`src/core/rsus_pkg.sv`:
```
// Package of constants and types for the remote image upgrade sequencer
// Function
// RULE1 - Serial scheme power-up loads factory at zero
// RULE2 - Parallel scheme power-up factory address 24'h010000
// RULE3 - Boundary-scan instruction replaces parallel factory address
// RULE4 - Parallel factory address counts 16-bit words
// RULE5 - System places serial factory image at zero
// RULE6 - Only single-device configuration is supported
// RULE7 - Board straps serial or parallel scheme pins
// RULE8 - Standard mode keeps upgrade circuitry disabled
// RULE9 - Record reconfiguration cause on each error event
// RULE10 - Errors and resets reload the factory image
// RULE11 - Factory logic writes address, watchdog enable, time-out
// RULE12 - Factory logic reads cause before choosing recovery
// RULE13 - Factory logic triggers reconfiguration after writing control
// RULE14 - Successful application load enters user mode
// RULE15 - Application stores new image, then reloads factory
// RULE16 - Application image may start at any sector
// RULE17 - Provide user watchdog timer for applications
// RULE18 - Application logic restarts the watchdog periodically
// RULE19 - Boot address is image field with two zeros
// RULE20 - Watchdog count is time-out field above 17'b1000
// RULE21 - Control and status run on 10 MHz oscillator; the status register here captures on sys_clk, not on the tick
// RULE22 - Triggered reconfiguration fetches from held boot address
package rsus_pkg;

    localparam int unsigned SYS_CLK_HZ     = 40_000_000;
    localparam int unsigned OSC_HZ         = 10_000_000;
    localparam int unsigned OSC_DIV        = SYS_CLK_HZ / OSC_HZ;

    localparam logic [23:0] SERIAL_FACTORY_ADDR   = 24'h000000;
    localparam logic [23:0] PARALLEL_FACTORY_ADDR = 24'h010000;

    localparam int unsigned ADDR_FIELD_W   = 22;
    localparam int unsigned WD_FIELD_W     = 12;
    localparam int unsigned WD_COUNT_W     = 29;
    localparam logic [1:0]  ADDR_LOW_BITS  = 2'h0;
    localparam logic [16:0] WD_LOW_BITS    = 17'h00008;

    // Scheme select strap values
    localparam logic [1:0]  SCHEME_STANDARD = 2'h0;
    localparam logic [1:0]  SCHEME_SERIAL   = 2'h1;
    localparam logic [1:0]  SCHEME_PARALLEL = 2'h2;

    // Status cause bits
    localparam int unsigned CAUSE_W        = 5;
    localparam int unsigned CAUSE_FAULT    = 0;
    localparam int unsigned CAUSE_CRC      = 1;
    localparam int unsigned CAUSE_WDOG     = 2;
    localparam int unsigned CAUSE_FABRIC   = 3;
    localparam int unsigned CAUSE_PIN      = 4;

    // Image load time in oscillator ticks
    localparam int unsigned LOAD_TICKS     = 16;

    typedef enum logic [2:0] {
        RSUS_IDLE,
        RSUS_LOAD,
        RSUS_FACTORY,
        RSUS_USER
    } rsus_state_t;

    typedef enum logic [1:0] {
        RSUH_READ,
        RSUH_WRITE,
        RSUH_TRIGGER,
        RSUH_WAIT
    } rsuh_state_t;

endpackage

```
`src/core/rsus_if.sv`:
```
// Interface joining the upgrade sequencer and its fabric controller
`timescale 1ns/10ps
interface rsus_if;
    logic        write_en;
    logic [21:0] image_start_field;
    logic        wd_enable;
    logic [11:0] watchdog_timeout_field;
    logic        reconfig_req;
    logic        wd_restart;
    logic [4:0]  status_cause;
    logic        factory_mode;
    logic        user_mode;
    logic [23:0] boot_addr;

    modport dev  (input  write_en, image_start_field, wd_enable,
                         watchdog_timeout_field, reconfig_req, wd_restart,
                  output status_cause, factory_mode, user_mode, boot_addr);
    modport host (output write_en, image_start_field, wd_enable,
                         watchdog_timeout_field, reconfig_req, wd_restart,
                  input  status_cause, factory_mode, user_mode, boot_addr);
endinterface

```
`src/core/rsus_device.sv`:
```
// Dedicated upgrade sequencer: boot selection, cause capture, watchdog
`timescale 1ns/10ps
module rsus_device
    import rsus_pkg::*;
#(
    parameter int unsigned WD_COUNT_LIMIT_W = WD_COUNT_W
)(
    // Clock and reset
    input  wire logic        sys_clk,
    input  wire logic        rst_b,
    // Board straps and pins
    input  wire logic [1:0]  scheme_select_pins,
    input  wire logic        config_fault_pin_b,
    input  wire logic        reconfig_request_pin_b,
    // Boundary-scan factory address update
    input  wire logic        parallel_factory_address_instruction,
    input  wire logic [23:0] parallel_factory_address,
    // Configuration engine
    input  wire logic        crc_error,
    input  wire logic        load_ok,
    output logic             load_start,
    output logic [23:0]      load_addr,
    // Fabric side
    rsus_if.dev              ctl
);

    rsus_state_t               state_q;
    logic [1:0]                scheme_q;
    logic                      enabled;
    logic                      osc_tick;
    logic [1:0]                div_q;
    logic [23:0]               pfactory_q;
    logic [23:0]               factory_addr;
    logic [ADDR_FIELD_W-1:0]   ctl_addr_q;
    logic                      wd_en_q;
    logic [WD_FIELD_W-1:0]     wd_field_q;
    logic [WD_COUNT_LIMIT_W-1:0] wd_cnt_q;
    logic                      fac_load_q;
    logic                      launch_d;
    logic                      launch_fac_d;
    logic [23:0]               launch_addr_d;
    logic                      wd_expire;
    logic [CAUSE_W-1:0]        cause_d;
    logic                      err_event;
    logic                      fabric_req;

    // Strap captured after reset release
    logic                      strap_done_q;
    always_ff @(posedge sys_clk or negedge rst_b)
        if (!rst_b)
        begin
            scheme_q     <= SCHEME_STANDARD;
            strap_done_q <= 1'b0;
        end
        else if (!strap_done_q)
        begin
            scheme_q     <= scheme_select_pins;
            strap_done_q <= 1'b1;
        end

    assign enabled = strap_done_q && scheme_q != SCHEME_STANDARD; // RULE8

    // 10 MHz tick from the 40 MHz clock
    always_ff @(posedge sys_clk or negedge rst_b)
        if (!rst_b)
            div_q <= 2'h0;
        else
            div_q <= div_q + 2'h1;
    assign osc_tick = (div_q == 2'(OSC_DIV - 1)); // RULE21

    // Parallel factory address, replaceable by instruction
    always_ff @(posedge sys_clk or negedge rst_b)
        if (!rst_b)
            pfactory_q <= PARALLEL_FACTORY_ADDR; // RULE2 RULE4
        else if (parallel_factory_address_instruction)
            pfactory_q <= parallel_factory_address; // RULE3

    assign factory_addr = (scheme_q == SCHEME_PARALLEL) ? pfactory_q
                        : SERIAL_FACTORY_ADDR; // RULE1

    assign fabric_req = ctl.reconfig_req && state_q == RSUS_USER;
    assign wd_expire  = wd_en_q && state_q == RSUS_USER && osc_tick &&
                        wd_cnt_q == '0;
    always_comb
    begin
        cause_d                = '0;
        cause_d[CAUSE_FAULT]   = !config_fault_pin_b;
        cause_d[CAUSE_CRC]     = crc_error;
        cause_d[CAUSE_WDOG]    = wd_expire;
        cause_d[CAUSE_FABRIC]  = fabric_req;
        cause_d[CAUSE_PIN]     = !reconfig_request_pin_b;
    end
    assign err_event = enabled && (state_q == RSUS_USER ||
                       state_q == RSUS_LOAD) && cause_d != '0;

    // Control settings written by factory image
    always_ff @(posedge sys_clk or negedge rst_b)
        if (!rst_b)
        begin
            ctl_addr_q <= '0;
            wd_en_q    <= 1'b0;
            wd_field_q <= '0;
        end
        else if (state_q == RSUS_FACTORY && ctl.write_en && osc_tick)
        begin
            ctl_addr_q <= ctl.image_start_field; // RULE16
            wd_en_q    <= ctl.wd_enable;
            wd_field_q <= ctl.watchdog_timeout_field;
        end

    // User watchdog
    always_ff @(posedge sys_clk or negedge rst_b)
        if (!rst_b)
            wd_cnt_q <= '0;
        else if (state_q != RSUS_USER || ctl.wd_restart)
            wd_cnt_q <= WD_COUNT_LIMIT_W'({wd_field_q,
                                           WD_LOW_BITS}); // RULE20 RULE18
        else if (wd_en_q && osc_tick && wd_cnt_q != '0)
            wd_cnt_q <= wd_cnt_q - 1'b1; // RULE17

    // Boot address from the control field, word aligned
    function automatic logic [23:0] boot_from_field(
        input logic [ADDR_FIELD_W-1:0] field
    );
        return {field, ADDR_LOW_BITS};
    endfunction

    // Next load: fall back on error, factory at start, chosen image on trigger
    always_comb
    begin
        launch_d      = 1'b0;
        launch_fac_d  = 1'b1;
        launch_addr_d = factory_addr;
        if (err_event)
            launch_d = 1'b1; // RULE10
        else if (state_q == RSUS_IDLE && enabled)
            launch_d = 1'b1; // RULE1 RULE2
        else if (state_q == RSUS_FACTORY && ctl.reconfig_req)
        begin
            launch_d      = 1'b1;
            launch_fac_d  = 1'b0;
            launch_addr_d = boot_from_field(ctl_addr_q); // RULE19 RULE22
        end
    end

    // One load request at a time towards the single configuration source
    always_ff @(posedge sys_clk or negedge rst_b)
        if (!rst_b)
        begin
            load_start    <= 1'b0;
            load_addr     <= '0;
            ctl.boot_addr <= '0;
            fac_load_q    <= 1'b0;
        end
        else
        begin
            load_start <= launch_d; // RULE6
            if (launch_d)
            begin
                load_addr     <= launch_addr_d;
                ctl.boot_addr <= launch_addr_d;
                fac_load_q    <= launch_fac_d;
            end
        end

    // Cause of the latest fall-back
    always_ff @(posedge sys_clk or negedge rst_b)
        if (!rst_b)
            ctl.status_cause <= '0;
        else if (err_event)
            ctl.status_cause <= cause_d; // RULE9

    // Sequencer
    always_ff @(posedge sys_clk or negedge rst_b)
        if (!rst_b)
            state_q <= RSUS_IDLE;
        else if (launch_d)
            state_q <= RSUS_LOAD;
        else
            case (state_q)
                RSUS_LOAD:
                    if (load_ok)
                        state_q <= fac_load_q ? RSUS_FACTORY : RSUS_USER;
                RSUS_IDLE, RSUS_FACTORY, RSUS_USER:
                    ;
                default:
                    state_q <= RSUS_IDLE;
            endcase

    // Mode flags follow a finished load; factory_mode means factory running
    always_ff @(posedge sys_clk or negedge rst_b)
        if (!rst_b)
        begin
            ctl.factory_mode <= 1'b0;
            ctl.user_mode    <= 1'b0;
        end
        else if (launch_d)
        begin
            ctl.factory_mode <= 1'b0;
            ctl.user_mode    <= 1'b0;
        end
        else if (state_q == RSUS_LOAD && load_ok)
        begin
            ctl.factory_mode <= fac_load_q;
            ctl.user_mode    <= !fac_load_q; // RULE14
        end

endmodule

```
`src/flat_wrapper.sv`:
```
// flat-port wrapper written by rule: the top's interface ports become plain ports
module rsus_device_flat import rsus_pkg::*;
#(
    parameter int unsigned WD_COUNT_LIMIT_W = WD_COUNT_W
)
  (sys_clk, rst_b, scheme_select_pins, config_fault_pin_b, reconfig_request_pin_b, parallel_factory_address_instruction, parallel_factory_address, crc_error, load_ok, load_start, load_addr, ctl_write_en, ctl_image_start_field, ctl_wd_enable, ctl_watchdog_timeout_field, ctl_reconfig_req, ctl_wd_restart, ctl_status_cause, ctl_factory_mode, ctl_user_mode, ctl_boot_addr);
  rsus_if ctl_i ();
  input  wire logic sys_clk;
  input  wire logic rst_b;
  input  wire logic [1:0] scheme_select_pins;
  input  wire logic config_fault_pin_b;
  input  wire logic reconfig_request_pin_b;
  input  wire logic parallel_factory_address_instruction;
  input  wire logic [23:0] parallel_factory_address;
  input  wire logic crc_error;
  input  wire logic load_ok;
  output logic load_start;
  output logic [23:0] load_addr;
  input wire logic [$bits(ctl_i.write_en)-1:0] ctl_write_en;
  input wire logic [$bits(ctl_i.image_start_field)-1:0] ctl_image_start_field;
  input wire logic [$bits(ctl_i.wd_enable)-1:0] ctl_wd_enable;
  input wire logic [$bits(ctl_i.watchdog_timeout_field)-1:0] ctl_watchdog_timeout_field;
  input wire logic [$bits(ctl_i.reconfig_req)-1:0] ctl_reconfig_req;
  input wire logic [$bits(ctl_i.wd_restart)-1:0] ctl_wd_restart;
  output wire logic [$bits(ctl_i.status_cause)-1:0] ctl_status_cause;
  output wire logic [$bits(ctl_i.factory_mode)-1:0] ctl_factory_mode;
  output wire logic [$bits(ctl_i.user_mode)-1:0] ctl_user_mode;
  output wire logic [$bits(ctl_i.boot_addr)-1:0] ctl_boot_addr;
  assign ctl_i.write_en = ctl_write_en;
  assign ctl_i.image_start_field = ctl_image_start_field;
  assign ctl_i.wd_enable = ctl_wd_enable;
  assign ctl_i.watchdog_timeout_field = ctl_watchdog_timeout_field;
  assign ctl_i.reconfig_req = ctl_reconfig_req;
  assign ctl_i.wd_restart = ctl_wd_restart;
  assign ctl_status_cause = ctl_i.status_cause;
  assign ctl_factory_mode = ctl_i.factory_mode;
  assign ctl_user_mode = ctl_i.user_mode;
  assign ctl_boot_addr = ctl_i.boot_addr;
  rsus_device #(.WD_COUNT_LIMIT_W(WD_COUNT_LIMIT_W)) u_core (.sys_clk(sys_clk), .rst_b(rst_b), .scheme_select_pins(scheme_select_pins), .config_fault_pin_b(config_fault_pin_b), .reconfig_request_pin_b(reconfig_request_pin_b), .parallel_factory_address_instruction(parallel_factory_address_instruction), .parallel_factory_address(parallel_factory_address), .crc_error(crc_error), .load_ok(load_ok), .load_start(load_start), .load_addr(load_addr), .ctl(ctl_i));
endmodule
```
`config.mk`:
```
export PLATFORM = sky130hd
export DESIGN_NAME = rsus_device_flat
export DESIGN_NICKNAME = d
export VERILOG_FILES = /design/src/core/rsus_pkg.sv /design/src/core/rsus_if.sv /design/src/core/rsus_device.sv /design/src/flat_wrapper.sv
export SDC_FILE = /design/constraint.sdc
export NUM_CORES = 1
export LEC_CHECK = 0
export BUFFER_PORTS_ARGS = -buffer_cell sky130_fd_sc_hd__buf_2
export CORE_ASPECT_RATIO = 0.6
export CORE_MARGIN = 1.5
export CORE_UTILIZATION = 30
export CTS_BUF_LIST = sky130_fd_sc_hd__clkbuf_8
export DETAILED_ROUTE_END_ITERATION = 8
export SYNTH_ARGS = -nofsm -noshare
export SYNTH_HDL_FRONTEND = slang
export SYNTH_SLANG_ARGS = --single-unit
```
`constraint.sdc`:
```
create_clock -name sys_clk -period 3.3 [get_ports sys_clk]
set_input_delay 0.165 -clock sys_clk [delete_from_list [all_inputs] [get_ports sys_clk]]
set_output_delay 0.165 -clock sys_clk [all_outputs]
set_load 0.005 [all_outputs]
```
==> flow_metrics.env <==
export IMPL_layout_drive_gt1_share_pct=36.7
export IMPL_antenna_cells=0
export IMPL_cp_data_required_time_ns=3.64
export IMPL_cts_resized=0
export IMPL_cp_max_fo=17
export IMPL_gp_congestion=0.810
export IMPL_ir_drop_mv=0.310
export IMPL_min_period_ns=2.53
export IMPL_finish_net_count=766
export IMPL_drt_iter0_markers=271
export IMPL_synth_ff_type="dfrtp_1"
export IMPL_grt_pass1_vias=4603
export IMPL_grt_usage_pct=15.4
export IMPL_status="finished, final reports clean"
export IMPL_dp_hpwl_um=10100
export IMPL_cts_tree="yes"
export IMPL_die_height_um=112
export IMPL_cts_hold_buf=66
export IMPL_grt_setup_unrepaired="false"
export IMPL_cp_start_kind="flip-flop"
export IMPL_cts_setup_buffers=0
export IMPL_setup_viol_count_final=0
export IMPL_post_drt_wl_per_cell_um=15.2
export IMPL_core_area_um2=19200
export IMPL_syn_num_nets=592
export IMPL_finalCritPeriodShare_pct=76.7
export IMPL_ys_types=55
export IMPL_power_leakage_nw=3.66
export IMPL_antenna_found_initial=0
export IMPL_yosysSeqAreaShare_pct=54.1
export IMPL_drc=0
export IMPL_final_cell_area_um2=7860
export IMPL_syn_area_per_cell_um2=11.4
export IMPL_vias_per_cell=4.74
export IMPL_power_density_nw_per_um2=701
export IMPL_grt_pass1_wl_um=24500
export IMPL_num_rows=39
export IMPL_finalHoldViolCount=0
export IMPL_wl_um=14800
export IMPL_num_io_pins=127
export IMPL_reg2reg_slack_ns=0.77
export IMPL_clk_pin_slew_ns=0.09
export IMPL_cts_buffers=17
export IMPL_cts_htree_levels=4
export IMPL_crit_arrival_ns=2.87
export IMPL_die_area_um2=20600
export IMPL_syn_cell_area_um2=5930
export IMPL_overflow=0
export IMPL_tightest_slew_ns=0.772
export IMPL_synth_seq_cells=128
export IMPL_die_w_um=184
export IMPL_timing_fmax_mhz=395
export IMPL_cts_sink_count=128
export IMPL_final_setup_skew_ns=0.0198
export IMPL_grt_max_degree=75
export IMPL_antenna_left=0
export IMPL_drtPass1Iterations=4
export IMPL_synthCells=518
export IMPL_final_max_slew_viol_count=0
export IMPL_root_buffer="clkbuf_8"
export IMPL_fin_setup_tns_ns=0
export IMPL_placed_cell_area_um2=6710
export IMPL_io_buffers=126
export IMPL_synthArstFlopShare_pct=100
export IMPL_crit_type="reg2reg"
export IMPL_clock_latency_ns=0.44
export IMPL_start_util_pct=30.9
export IMPL_max_cap_violations=0
export IMPL_maxSlewHeadroom_pct=48.4
export IMPL_end_kind="flip-flop"
export IMPL_finalPower_mw=5.50
export IMPL_vias=4600
export IMPL_cts_path_max_buffers=2
export IMPL_areaGrowthSynthToFinish_pct=32.5
export IMPL_hold_path_class="in2reg"
export IMPL_yosysWarnings=0
export IMPL_synth_edf_count=0
-- critical path, cell delays in order (launching register included) --
cell	delay, ns
dfrtp_1	0.45
nor4_2	0.42
nand4b_1	0.49
o31ai_1	0.47
buf_4	0.27
o31ai_1	0.10
a31o_2	0.23
-- worst paths after layout --
| path | startpoint | to | cells past startpoint |
|---|---|---|---|
| max in group asynchronous | rst_b | u_core.ctl_addr_q[1] | 3 |
| hold / removal | ctl_wd_restart | u_core.wd_cnt_q[3] | 4 |
| setup / recovery | u_core.wd_cnt_q[2] | u_core.wd_cnt_q[19] | 6 |
| hold reg to reg | u_core.div_q[0] | u_core.div_q[0] | 1 |
| setup reg to reg | u_core.wd_cnt_q[2] | u_core.wd_cnt_q[19] | 6 |
| min in group asynchronous | rst_b | u_core.wd_field_q[7] | 2 |
-- layer usage --
layer | GRT usage [%] | share of wire [%]
met4 | 3.93 | 0.89
met1 | 22.5 | 51
met2 | 22.7 | 43
met5 | 0 | 0
met3 | 3.76 | 4.8
-- Yosys cell counts, types with 2 or more instances --
cell / number / area (um2)
nand3_1: 16 / 80.1
o31a_1: 2 / 17.5
buf_2: 4 / 20.0
xor2_1: 2 / 17.5
o311ai_0: 3 / 26.3
xnor2_1: 5 / 43.8
nand4b_1: 3 / 26.3
clkbuf_1: 18 / 67.6
nand2b_1: 2 / 12.5
ha_1: 3 / 37.5
nand2_1: 53 / 199
a221o_1: 14 / 140
nor3_1: 6 / 30.0
o31ai_1: 6 / 45.0
or3_1: 6 / 37.5
inv_1: 6 / 22.5
or4_1: 9 / 67.6
a21oi_1: 12 / 60.1
a31oi_1: 2 / 12.5
buf_6: 2 / 22.5
nor4_2: 4 / 50.1
a211oi_1: 2 / 15.0
buf_4: 27 / 203
a31o_2: 5 / 43.8
nand4_1: 5 / 31.3
and3_1: 16 / 100
o21ai_0: 25 / 125
nor2b_1: 5 / 31.3
o211ai_1: 2 / 15.0
mux2i_1: 2 / 20.0
dfrtp_1: 127 / 3180
nor2_1: 29 / 109
and2_1: 2 / 12.5
mux2_2: 70 / 788
nor4_1: 2 / 12.5
nand3b_1: 2 / 15.0
-- power breakdown --
| group | leakage (nW) | internal (mW) | switching, mW | total, mW |
|---|---|---|---|---|
| combinational | 1.79 | 0.765 | 0.665 | 1.43 |
| sequential | 1.62 | 2.04 | 0.382 | 2.42 |
| clock | 0.241 | 0.998 | 0.655 | 1.65 |
-- cells in the final DEF, fill, tap and decap left out, drive strengths merged, types with 3 or more instances in the layout --
cell type	netlist	final
a21oi	12	12
nand4b	3	3
clkinv	0	4
a221o	14	14
xnor2	5	5
o21ai	25	25
and3	16	16
a31oi	3	3
nor2b	5	5
nand3	16	16
dfrtp	127	127
or3	7	7
inv	7	9
o311ai	3	3
nor4	7	7
o31ai	6	6
a31o	5	5
clkbuf	18	18
nand2	53	53
bufinv	0	6
nor3	6	6
buf	33	140
nand4	5	5
ha	3	3
dlygate4sd3	0	66
mux2	70	70
or4	10	10
nor2	29	29
-- logic make-up (layout without fill, tap and decap cells) --
kind of cell | count (synthesis) | after routing | synth area share [%]
buffers and inverters | 58 | 245 | 5.72
other | 1 | 1 | 0.0633
DFF | 128 | 128 | 54.1
muxes | 72 | 72 | 13.6
xor gates and xnor gates | 7 | 7 | 1.03
and+or+nand+nor | 167 | 167 | 14.9
AOI/OAI and AO/OA | 82 | 82 | 9.92
adders and majority gates | 3 | 3 | 0.633
-- through the flow --
step	util [%]	worst slack [ns]	cells	hold slack (ns)
after floorplan	-	1.08	518	-0.131
after global placement	35.0	0.940	873	0.243
after detailed placement	35.0	0.829	873	0.243
after CTS	41.0	0.813	971	0.140
after global routing	41.0	0.583	971	0.157
final	41.0	0.770	971	0.177
-- flip-flops by register name (all words and copies together) (netlist names) --
| name | flops |
|---|---|
| u_core.ctl.boot_addr | 24 |
| u_core.ctl.factory_mode | 1 |
| u_core.ctl.status_cause | 5 |
| u_core.ctl.user_mode | 1 |
| u_core.ctl_addr_q | 22 |
| u_core.div_q | 2 |
| u_core.fac_load_q | 1 |
| u_core.load_start | 1 |
| u_core.pfactory_q | 24 |
| u_core.scheme_q | 2 |
| u_core.state_q | 2 |
| u_core.strap_done_q | 1 |
| u_core.wd_cnt_q | 29 |
| u_core.wd_en_q | 1 |
| u_core.wd_field_q | 12 |
-- final cells by class --
cell class                      count  area [um2]
Clock buffer                       18         248
Clock inverter                     14         239
Fill cell                        1855       11300
Inverter                            7        26.3
Multi-Input combinational cell    332        2390
Sequential cell                   128        3200
Tap cell                          266         333
Timing Repair Buffer              206        1420
Power figures use the tool's default switching activity.
